### config.mk
export PLATFORM = sky130hd
export DESIGN_NAME = brd_decoder
export DESIGN_NICKNAME = d
export VERILOG_FILES = /design/src/brd_pkg.sv /design/src/brd_decoder.sv
export SDC_FILE = /design/constraint.sdc
export NUM_CORES = 1
export LEC_CHECK = 0
export BUFFER_PORTS_ARGS = -buffer_cell sky130_fd_sc_hd__buf_2
export CORE_ASPECT_RATIO = 1.2
export CORE_MARGIN = 4
export CORE_UTILIZATION = 41
export DETAILED_ROUTE_END_ITERATION = 8
export PLACE_DENSITY = 0.66
export SYNTH_ARGS = -nofsm -noshare
export SYNTH_HDL_FRONTEND = slang
export SYNTH_SLANG_ARGS = --single-unit
### constraint.sdc
create_clock -name mclk -period 8 [get_ports mclk]
set_input_delay 0.8 -clock mclk [delete_from_list [all_inputs] [get_ports mclk]]
set_output_delay 0.8 -clock mclk [all_outputs]
set_load 0.02 [all_outputs]
### src/brd_pkg.sv
// Operation
// - latch bus information lines every T3
// - parity check, tag, destination, function decode
// - confirmation set at T2, driven at T0
// - destination: array, configuration registers or ROM
// - busy when file cannot hold string
// - after space busy, block until entry leaves
// - nibble parity checked with two parity bits
// - bad command parity: abort, skip its data
// - bad write data parity: store with abort
// - only command and write data tags accepted
// - write data stored only while count nonzero
// - unexpected tag: store write abort, clear count
// - write counts one or two, decrement per data
// - function validity depends on destination
// - configuration writes need full mask
// - interlocked write arms interlock clear on data
// - keep requester identifier for reads
// - accepted command stored with decode results
// - file is four-entry first-in first-out
// - address bit 27 selects input/output space
// - unknown destination: no response, stop decode
// - invalid command: write pointer not advanced
`default_nettype none
package brd_pkg;
	localparam int INFO_W = 32;
	localparam int TAG_W = 3;
	localparam int ID_W = 5;
	localparam int MASK_W = 4;
	localparam int FUNC_W = 4;
	localparam int PAR_W = 2;
	localparam int ADDR_W = 28;
	localparam int NIBBLE_W = 4;
	localparam int CHK_W = INFO_W + TAG_W + ID_W + MASK_W;
	localparam int LOW_NIBBLES = 4;
	localparam int FUNC_LSB = 28;
	localparam int IO_SPACE_BIT = 27;
	localparam int CFG_SPAN_BITS = 6;
	localparam int ROM_SPAN_BITS = 12;
	localparam logic [TAG_W-1:0] TAG_CMD = 3'h3;
	localparam logic [TAG_W-1:0] TAG_WDATA = 3'h5;
	localparam logic [FUNC_W-1:0] FN_RM = 4'h1;
	localparam logic [FUNC_W-1:0] FN_WM = 4'h2;
	localparam logic [FUNC_W-1:0] FN_IRM = 4'h4;
	localparam logic [FUNC_W-1:0] FN_IWM = 4'h7;
	localparam logic [FUNC_W-1:0] FN_XR = 4'h8;
	localparam logic [FUNC_W-1:0] FN_XWM = 4'hb;
	localparam logic [MASK_W-1:0] MASK_ALL = 4'hf;
	localparam logic [1:0] CNF_NORESP = 2'h0;
	localparam logic [1:0] CNF_ACK = 2'h1;
	localparam logic [1:0] CNF_BUSY = 2'h2;
	localparam logic [1:0] CNF_ERR = 2'h3;
	localparam int APB_ADDR_W = 8;
	localparam logic [APB_ADDR_W-1:0] REG_CTRL = 8'h00;
	localparam logic [APB_ADDR_W-1:0] REG_ARRAY_BASE = 8'h04;
	localparam logic [APB_ADDR_W-1:0] REG_ARRAY_LIMIT = 8'h08;
	localparam logic [APB_ADDR_W-1:0] REG_CFG_BASE = 8'h0c;
	localparam logic [APB_ADDR_W-1:0] REG_ROM_BASE = 8'h10;
	localparam logic [APB_ADDR_W-1:0] REG_STATUS = 8'h14;
	localparam logic [APB_ADDR_W-1:0] REG_READ_ID = 8'h18;
	localparam logic [31:0] CTRL_RESET = 32'h0000_0001;
	localparam logic [31:0] ARRAY_BASE_RESET = 32'h0000_0000;
	localparam logic [31:0] ARRAY_LIMIT_RESET = 32'h0010_0000;
	localparam logic [31:0] CFG_BASE_RESET = 32'h0000_0000;
	localparam logic [31:0] ROM_BASE_RESET = 32'h0000_1000;
	localparam int CTRL_ENABLE_BIT = 0;
	localparam int ST_PEND_LSB = 0;
	localparam int ST_ILKCLR_BIT = 2;
	localparam int ST_ILK_BIT = 3;
	localparam int ST_BLOCK_BIT = 4;
	localparam int ST_COUNT_LSB = 8;
	localparam int ST_CNF_LSB = 12;

	typedef enum logic [1:0] {BRD_T0 = 2'h0, BRD_T1 = 2'h1, BRD_T2 = 2'h3, BRD_T3 = 2'h2} brd_phase_t;
	typedef enum logic [1:0] {DST_NONE = 2'h0, DST_ARRAY = 2'h1, DST_CFG = 2'h2, DST_ROM = 2'h3} brd_dest_t;
	typedef struct packed {
		logic isData;
		logic dataAbort;
		logic writeAbort;
		brd_dest_t dest;
		logic [FUNC_W-1:0] func;
		logic [MASK_W-1:0] mask;
		logic [ID_W-1:0] id;
		logic [INFO_W-1:0] info;
	} brd_entry_t;

	function automatic logic [1:0] brd_write_count(input logic [FUNC_W-1:0] f);
		case (f)
			FN_WM, FN_IWM: brd_write_count = 2'h1;
			FN_XWM: brd_write_count = 2'h2;
			default: brd_write_count = 2'h0;
		endcase
	endfunction

	function automatic logic brd_func_valid(input logic [FUNC_W-1:0] f, input brd_dest_t d,
		input logic [MASK_W-1:0] m);
		case (f)
			FN_RM, FN_IRM: brd_func_valid = (d != DST_NONE);
			FN_XR, FN_XWM: brd_func_valid = (d == DST_ARRAY);
			FN_WM, FN_IWM: brd_func_valid = (d == DST_ARRAY) || (d == DST_CFG && m == MASK_ALL);
			default: brd_func_valid = 1'b0;
		endcase
	endfunction
endpackage
`default_nettype wire

### src/brd_decoder.sv
// Decided for this implementation: the register addresses and register access over APB.
`timescale 1ns/1ns
`default_nettype none
module brd_decoder #(
	parameter int FILE_DEPTH = 4
) (
	input wire logic mclk,
	input wire logic reset,
	input wire logic [brd_pkg::APB_ADDR_W-1:0] paddr,
	input wire logic psel,
	input wire logic penable,
	input wire logic pwrite,
	input wire logic [31:0] pwdata,
	output logic [31:0] prdata,
	output logic pready,
	output logic pslverr,
	input wire logic [brd_pkg::INFO_W-1:0] busInfo,
	input wire logic [brd_pkg::TAG_W-1:0] busTag,
	input wire logic [brd_pkg::ID_W-1:0] busId,
	input wire logic [brd_pkg::MASK_W-1:0] busMask,
	input wire logic [brd_pkg::PAR_W-1:0] busParity,
	output logic [1:0] busPhase,
	output logic [1:0] confirmationCode,
	output logic busFault,
	output logic interlockFlag,
	output logic fileValid,
	input wire logic fileReady,
	output logic fileIsData,
	output logic fileDataAbort,
	output logic fileWriteAbort,
	output logic [1:0] fileDest,
	output logic [brd_pkg::FUNC_W-1:0] fileFunc,
	output logic [brd_pkg::MASK_W-1:0] fileMask,
	output logic [brd_pkg::ID_W-1:0] fileId,
	output logic [brd_pkg::INFO_W-1:0] fileInfo
);
	localparam int PTR_W = $clog2(FILE_DEPTH);
	localparam int NIBBLES = brd_pkg::CHK_W / brd_pkg::NIBBLE_W;
	localparam logic [PTR_W:0] DEPTH_L = (PTR_W + 1)'(FILE_DEPTH);

	typedef struct packed {
		brd_pkg::brd_phase_t phase;
		logic [brd_pkg::INFO_W-1:0] latInfo;
		logic [brd_pkg::TAG_W-1:0] latTag;
		logic [brd_pkg::ID_W-1:0] latId;
		logic [brd_pkg::MASK_W-1:0] latMask;
		logic [brd_pkg::PAR_W-1:0] latPar;
		logic [1:0] pending;
		logic [1:0] ignoreCount;
		logic ilkClear;
		logic interlock;
		logic block;
		logic [1:0] cnfDecided;
		logic faultDecided;
		logic [1:0] cnfStage;
		logic faultStage;
		logic [1:0] cnfOut;
		logic faultOut;
		logic [PTR_W:0] wrPtr;
		logic [PTR_W:0] rdPtr;
		brd_pkg::brd_entry_t [FILE_DEPTH-1:0] file;
		logic [31:0] ctrl;
		logic [31:0] arrayBase;
		logic [31:0] arrayLimit;
		logic [31:0] cfgBase;
		logic [31:0] romBase;
		logic [brd_pkg::ID_W-1:0] readId;
		logic [31:0] prdata;
		logic pslverr;
	} brd_state_t;

	brd_state_t s;
	brd_state_t next_s;

	logic [brd_pkg::CHK_W-1:0] chkVec;
	logic [NIBBLES-1:0] nibPar;
	logic parOk;
	logic isCmd;
	logic isWd;
	logic [brd_pkg::ADDR_W-1:0] addr;
	logic [brd_pkg::FUNC_W-1:0] funcCode;
	brd_pkg::brd_dest_t dest;
	logic funcOk;
	logic [1:0] wrCount;
	logic [PTR_W:0] fillCount;
	logic [PTR_W:0] freeSlots;
	logic [PTR_W:0] needSlots;
	logic spaceOk;
	logic decide;
	logic popFire;
	logic apbSetup;
	logic apbAccess;

	// one parity bit per nibble; the high parity line covers the upper nibbles
	assign chkVec = {s.latTag, s.latId, s.latMask, s.latInfo};
	for (genvar i = 0; i < NIBBLES; i++) begin : g_nib
		assign nibPar[i] = ^chkVec[i*brd_pkg::NIBBLE_W +: brd_pkg::NIBBLE_W];
	end
	assign parOk = !(^nibPar[NIBBLES-1:brd_pkg::LOW_NIBBLES] ^ s.latPar[1])
		&& !(^nibPar[brd_pkg::LOW_NIBBLES-1:0] ^ s.latPar[0]);

	assign isCmd = (s.latTag == brd_pkg::TAG_CMD);
	assign isWd = (s.latTag == brd_pkg::TAG_WDATA);
	assign addr = s.latInfo[brd_pkg::ADDR_W-1:0];
	assign funcCode = s.latInfo[brd_pkg::FUNC_LSB +: brd_pkg::FUNC_W];

	// exactly one destination, or none; bit 27 splits i/o from storage space
	always_comb begin
		dest = brd_pkg::DST_NONE;
		if (addr[brd_pkg::IO_SPACE_BIT]) begin
			if (addr[brd_pkg::IO_SPACE_BIT-1:brd_pkg::CFG_SPAN_BITS]
				== s.cfgBase[brd_pkg::IO_SPACE_BIT-1:brd_pkg::CFG_SPAN_BITS]) begin
				dest = brd_pkg::DST_CFG;
			end else if (addr[brd_pkg::IO_SPACE_BIT-1:brd_pkg::ROM_SPAN_BITS]
				== s.romBase[brd_pkg::IO_SPACE_BIT-1:brd_pkg::ROM_SPAN_BITS]) begin
				dest = brd_pkg::DST_ROM;
			end
		end else if (addr >= s.arrayBase[brd_pkg::ADDR_W-1:0]
			&& addr < s.arrayLimit[brd_pkg::ADDR_W-1:0]) begin
			dest = brd_pkg::DST_ARRAY;
		end
	end

	assign funcOk = brd_pkg::brd_func_valid(funcCode, dest, s.latMask);
	assign wrCount = brd_pkg::brd_write_count(funcCode);
	assign fillCount = s.wrPtr - s.rdPtr;
	assign freeSlots = DEPTH_L - fillCount;
	// space for the command and every write data word is reserved up front
	assign needSlots = (PTR_W + 1)'(wrCount) + (PTR_W + 1)'(1);
	assign spaceOk = (freeSlots >= needSlots);
	assign decide = (s.phase == brd_pkg::BRD_T0) && s.ctrl[brd_pkg::CTRL_ENABLE_BIT];
	assign popFire = fileValid && fileReady;
	assign apbSetup = psel && !penable;
	assign apbAccess = psel && penable;

	always_comb begin
		brd_pkg::brd_entry_t ent;
		logic push;
		logic [31:0] statusWord;
		ent = '0;
		push = 1'b0;
		statusWord = '0;
		next_s = s;
		case (s.phase)
			brd_pkg::BRD_T0: next_s.phase = brd_pkg::BRD_T1;
			brd_pkg::BRD_T1: next_s.phase = brd_pkg::BRD_T2;
			brd_pkg::BRD_T2: next_s.phase = brd_pkg::BRD_T3;
			brd_pkg::BRD_T3: next_s.phase = brd_pkg::BRD_T0;
			default: next_s.phase = brd_pkg::BRD_T0;
		endcase
		// every format is latched, memory bound or not
		if (s.phase == brd_pkg::BRD_T3) begin
			next_s.latInfo = busInfo;
			next_s.latTag = busTag;
			next_s.latId = busId;
			next_s.latMask = busMask;
			next_s.latPar = busParity;
		end
		// confirmation is staged at T2 and shown for the T0 cycle only
		if (s.phase == brd_pkg::BRD_T1) begin
			next_s.cnfStage = s.cnfDecided;
			next_s.faultStage = s.faultDecided;
		end
		next_s.cnfOut = (s.phase == brd_pkg::BRD_T3) ? s.cnfStage : brd_pkg::CNF_NORESP;
		next_s.faultOut = (s.phase == brd_pkg::BRD_T3) && s.faultStage;
		if (popFire) begin
			next_s.rdPtr = s.rdPtr + (PTR_W + 1)'(1);
			next_s.block = 1'b0;
		end
		if (decide) begin
			ent.info = s.latInfo;
			ent.mask = s.latMask;
			ent.id = s.latId;
			ent.func = funcCode;
			ent.dest = dest;
			next_s.cnfDecided = brd_pkg::CNF_NORESP;
			next_s.faultDecided = !parOk && (isCmd || isWd);
			if (s.pending != 2'h0) begin
				ent.isData = 1'b1;
				push = 1'b1;
				if (isWd) begin
					ent.dataAbort = !parOk;
					next_s.pending = s.pending - 2'h1;
					next_s.cnfDecided = brd_pkg::CNF_ACK;
					if (s.ilkClear) begin
						next_s.ilkClear = 1'b0;
						next_s.interlock = 1'b0;
					end
				end else begin
					ent.writeAbort = 1'b1;
					next_s.pending = 2'h0;
				end
			end else if (isWd) begin
				// unexpected data is dropped; data of a discarded command is counted off
				if (s.ignoreCount != 2'h0) begin
					next_s.ignoreCount = s.ignoreCount - 2'h1;
				end
			end else if (isCmd) begin
				next_s.ignoreCount = 2'h0;
				if (!parOk) begin
					next_s.ignoreCount = wrCount;
				end else if (dest == brd_pkg::DST_NONE) begin
					next_s.cnfDecided = brd_pkg::CNF_NORESP;
				end else if (!funcOk) begin
					next_s.cnfDecided = brd_pkg::CNF_ERR;
				end else if (s.block || !spaceOk || (funcCode == brd_pkg::FN_IRM && s.interlock)) begin
					next_s.cnfDecided = brd_pkg::CNF_BUSY;
					if (!spaceOk) begin
						next_s.block = 1'b1;
					end
				end else begin
					push = 1'b1;
					next_s.cnfDecided = brd_pkg::CNF_ACK;
					next_s.pending = wrCount;
					if (funcCode == brd_pkg::FN_IWM) begin
						next_s.ilkClear = 1'b1;
					end
					if (funcCode == brd_pkg::FN_IRM) begin
						next_s.interlock = 1'b1;
					end
					if (funcCode == brd_pkg::FN_RM || funcCode == brd_pkg::FN_IRM
						|| funcCode == brd_pkg::FN_XR) begin
						next_s.readId = s.latId;
					end
				end
			end
		end
		if (push) begin
			next_s.file[s.wrPtr[PTR_W-1:0]] = ent;
			next_s.wrPtr = s.wrPtr + (PTR_W + 1)'(1);
		end
		statusWord[brd_pkg::ST_PEND_LSB +: 2] = s.pending;
		statusWord[brd_pkg::ST_ILKCLR_BIT] = s.ilkClear;
		statusWord[brd_pkg::ST_ILK_BIT] = s.interlock;
		statusWord[brd_pkg::ST_BLOCK_BIT] = s.block;
		statusWord[brd_pkg::ST_COUNT_LSB +: PTR_W + 1] = fillCount;
		statusWord[brd_pkg::ST_CNF_LSB +: 2] = s.cnfDecided;
		// read data is fetched in setup so the access phase needs no wait
		if (apbSetup) begin
			next_s.pslverr = 1'b0;
			case (paddr)
				brd_pkg::REG_CTRL: next_s.prdata = s.ctrl;
				brd_pkg::REG_ARRAY_BASE: next_s.prdata = s.arrayBase;
				brd_pkg::REG_ARRAY_LIMIT: next_s.prdata = s.arrayLimit;
				brd_pkg::REG_CFG_BASE: next_s.prdata = s.cfgBase;
				brd_pkg::REG_ROM_BASE: next_s.prdata = s.romBase;
				brd_pkg::REG_STATUS: next_s.prdata = statusWord;
				brd_pkg::REG_READ_ID: next_s.prdata = 32'(s.readId);
				default: begin
					next_s.prdata = '0;
					next_s.pslverr = 1'b1;
				end
			endcase
		end
		if (apbAccess && pwrite && !s.pslverr) begin
			case (paddr)
				brd_pkg::REG_CTRL: next_s.ctrl = pwdata;
				brd_pkg::REG_ARRAY_BASE: next_s.arrayBase = pwdata;
				brd_pkg::REG_ARRAY_LIMIT: next_s.arrayLimit = pwdata;
				brd_pkg::REG_CFG_BASE: next_s.cfgBase = pwdata;
				brd_pkg::REG_ROM_BASE: next_s.romBase = pwdata;
				default: next_s.ctrl = s.ctrl;
			endcase
		end
	end

	always_ff @(posedge mclk) begin
		if (reset) begin
			s <= '0;
			s.ctrl <= brd_pkg::CTRL_RESET;
			s.arrayBase <= brd_pkg::ARRAY_BASE_RESET;
			s.arrayLimit <= brd_pkg::ARRAY_LIMIT_RESET;
			s.cfgBase <= brd_pkg::CFG_BASE_RESET;
			s.romBase <= brd_pkg::ROM_BASE_RESET;
		end else begin
			s <= next_s;
		end
	end

	assign prdata = s.prdata;
	assign pready = apbAccess;
	assign pslverr = apbAccess && s.pslverr;
	assign busPhase = s.phase;
	assign confirmationCode = s.cnfOut;
	assign busFault = s.faultOut;
	assign interlockFlag = s.interlock;
	assign fileValid = (s.wrPtr != s.rdPtr);
	assign fileIsData = s.file[s.rdPtr[PTR_W-1:0]].isData;
	assign fileDataAbort = s.file[s.rdPtr[PTR_W-1:0]].dataAbort;
	assign fileWriteAbort = s.file[s.rdPtr[PTR_W-1:0]].writeAbort;
	assign fileDest = s.file[s.rdPtr[PTR_W-1:0]].dest;
	assign fileFunc = s.file[s.rdPtr[PTR_W-1:0]].func;
	assign fileMask = s.file[s.rdPtr[PTR_W-1:0]].mask;
	assign fileId = s.file[s.rdPtr[PTR_W-1:0]].id;
	assign fileInfo = s.file[s.rdPtr[PTR_W-1:0]].info;
endmodule // brd_decoder
`default_nettype wire

==> impl_metrics.csv <==
group,metric,value,unit
sta,skew,0.0257,ns
hold_path,worstHoldStart,"s[74]$_SDFFE_PP0P_",
global_route,antenna_found_initial,5,
synthesis,synth_common_cells,"nand2_1, dfxtp_1, a21oi_1",
drt,first_pass_iters,7,
worst_setup_path,cp.arrival,5.34,ns
global_route,grt_usage,22.4,%
synthesis,synthFlopType,"dfxtp_1",
global_route,grt_pass1_vias,17300,
place,port_buffers,182,
worst_setup_path,max_stage_delay,1.00,ns
clocking,clkSinkCount,450,
worst_setup_path,r2r-end,"s[208]$_SDFFE_PP0P_",
power,vdd_drop_max,0.140,mV
worst_setup_path,crit_buf_inv,3,
synthesis,synth_area_leader_cell,"dfxtp_1",
synthesis,synthTopCellsByArea,"dfxtp_1, nand2_1, mux2i_1, a21oi_1, mux4_2",
synthesis,synth_seq_area_share,42.2,%
sta,holdWs,0.455,ns
worst_setup_path,cp.depth,14,
floorplan,rows,91,
worst_setup_path,crit_start,"s[398]$_SDFFE_PP0P_",
drt,drtIter0Drc,1454,
hold_path,whs_path_depth,2,
clocking,cts_buffers,45,
sta,post-route-period-util,60.8,%
synthesis,synth_edf_count,0,
worst_setup_path,endpoint,"s[208]$_SDFFE_PP0P_",
sta,finalSetupViolCount,0,
synthesis,synth_top_area_share,42.2,%
cells_and_area,area_growth,11.4,%
worst_setup_path,path_common_cell,"ha_1",
cells_and_area,drive_above_1_share,15.3,%
power,p_leak,9.16,nW
clocking,cts_tree,"built",
floorplan,die_height,258,um
clocking,cts-hold-fix-buffers,0,
worst_setup_path,cp-start-kind,"flip-flop",
cells_and_area,fin_nets,2628,
synthesis,async_reset_ff_share,0,%
hold_path,min_path_type,"reg -> reg",
run,maxCapViolCount,0,
clocking,clock_latency,0.57,ns
sta,rsz0062_at_grt,"no",
cells_and_area,multi_input_area,10900,um2
sta,min_period,4.87,ns
worst_setup_path,worstPathCellList,"ha_1, inv_1, fa_1, inv_1, ha_1, ha_1, a21o_1, a21oi_1, a311o_1, nor2_1, nand2_1, o31ai_4, buf_4, mux2i_1",
worst_setup_path,cp_max_fo,49,
synthesis,synthesis.area,21300,um2
cells_and_area,regArea,9010,um2
synthesis,syn_avg_cell_area,8.80,um2
power,power.density,202,nW/um2
clocking,cts_max_path_buffers,3,
clocking,ctsResizeCount,0,
place,place_congestion,0.863,
worst_setup_path,rr_worst_depth,14,
floorplan,core_area,51500,um2
sta,worst_pin_slew,1.05,ns
worst_setup_path,r2r_start,"s[398]$_SDFFE_PP0P_",
floorplan,pin_count,183,
global_route,grt_pass1_wl,99.7,mm
drt,post-route-drc-count,0,
synthesis,synth-seq-cells,450,
floorplan,dieArea,55700,um2
drt,ant_nets,0,
drt,post_drt_wl_per_cell,20.3,um
sta,max_freq,205,MHz
clocking,post-cts-setup-buffer-count,0,
synthesis,syn_nets,2592,
clocking,root_buffer,"clkbuf_16",
worst_setup_path,cp-end-kind,"flip-flop",
floorplan,die_w,216,um
sta,slew_viol_final,0,
cells_and_area,utilization,46.2,%
sta,maxSlewHeadroom,30.2,%
drt,via_count,17536,
clocking,clk_pin_slew,0.06,ns
cells_and_area,fillers,5050,
drt,via_per_inst,5.50,
place,dp_hpwl,43.7,mm
drt,routed_wl,64.9,mm
floorplan,initial_core_util,41.4,%
global_route,grt_max_degree,99,
worst_setup_path,worst_path_max_delay_cell,"dfxtp_4",
clocking,htree_levels,2,
synthesis,synthCells,2422,
sta,tns,0,ns
synthesis,ys_warn_count,0,
outcome,status,"finished, final reports clean",
worst_setup_path,critical_path.top_delay_family,"adder cells",
sta,hold_violations,0,
worst_setup_path,worstPathRequired,8.47,ns
synthesis,synth.most_common_cell,"nand2_1",
synthesis,synth.distinct_cells,76,
worst_setup_path,rrSetupSlack,3.13,ns
global_route,overflow,0,
worst_setup_path,path_class,"reg -> reg",
[metrics by stage]
| step | area (um2) | std cells | total power, W | setup WS, ns |
|---|---|---|---|---|
| finish | 23800 | 3191 | 0.00479 | 3.13 |
| floorplan | 21300 | 2422 | 0.00252 | 4.01 |
| global placement | 22200 | 3108 | 0.00262 | 3.21 |
| detailed placement | 22200 | 3108 | 0.00263 | 3.14 |
| global route | 23700 | 3189 | 0.00494 | 2.85 |
| CTS | 23700 | 3189 | 0.00482 | 3.11 |
[where the power goes]
| group | switching (W) | total [W] | internal, W |
|---|---|---|---|
| clock | 0.000905 | 0.00221 | 0.00131 |
| sequential | 0.0000267 | 0.00228 | 0.00225 |
| combinational | 0.000192 | 0.000301 | 0.000108 |
| total | 0.00112 | 0.00479 | 0.00366 |
[cells by family after synthesis]
logic type / synth area share [%]
and+or+nand+nor: 16.4
DFF: 42.2
AOI/OAI and AO/OA: 12.7
buffers and inverters: 6.92
muxes: 13.5
adders and majority gates: 4.61
xor gates and xnor gates: 3.50
[final cells by class]
type / count / share of cell area (%)
well taps: 697 / 3.67
diodes: 2 / 0.0211
multi-input cells: 1677 / 45.9
clock inverters: 19 / 0.901
clock buffers: 62 / 5.65
inverters: 79 / 1.27
flip-flops and latches: 450 / 37.9
repair buffers: 205 / 4.60
[metal layers]
metal	part of all wire, %	track usage [%]	vias up
li1	-	-	8313
met1	42	28.1	8505
met2	49	39.1	581
met3	5.6	3.25	131
met4	3.7	8.45	6
met5	0.060	0	-
[tightest hold or removal path: cells and delay by family, from the launching register on]
kind | cells | cell delay (ns)
DFF | 1 | 0.31
and+or+nand+nor | 1 | 0.05
AOI/OAI and AO/OA | 1 | 0.05
[registers in the layout, summed over array words and instances (netlist names)]
signal / cells
s: 368
chkVec: 16
busFault: 1
busPhase: 2
interlockFlag: 1
confirmationCode: 2
prdata: 32
addr: 28
[how the worst min path moves through the flow]
stage	slack, ns	to
after floorplan	0.43	s[246]$_SDFFE_PP0P_
after global placement	0.44	s[246]$_SDFFE_PP0P_
after detailed placement	0.45	s[196]$_SDFFE_PP0P_
after CTS	0.45	s[196]$_SDFFE_PP0P_
after global routing	0.47	s[340]$_SDFFE_PP0P_
final	0.46	s[74]$_SDFFE_PP0P_
[cells in the final DEF (no fill, tap or decap), types with 5 or more instances in the layout]
cell / count
nand2_1: 685
dfxtp_1: 448
a21oi_1: 284
buf_2: 181
mux2i_1: 176
inv_1: 78
ha_1: 77
xnor2_1: 61
nor2_1: 56
clkbuf_16: 47
mux4_2: 46
a22oi_1: 41
a222oi_1: 27
nand4_1: 25
buf_4: 23
o21ai_0: 14
and3_1: 13
nand3_1: 13
clkbuf_8: 12
xor2_1: 9
clkinv_2: 9
nor2b_1: 8
a31oi_1: 8
mux2_2: 8
nor3_1: 7
a21o_1: 7
nand2b_1: 7
o211ai_1: 6
a31o_2: 6
o32ai_1: 5
Note: power is estimated with default switching activity, not from simulation.
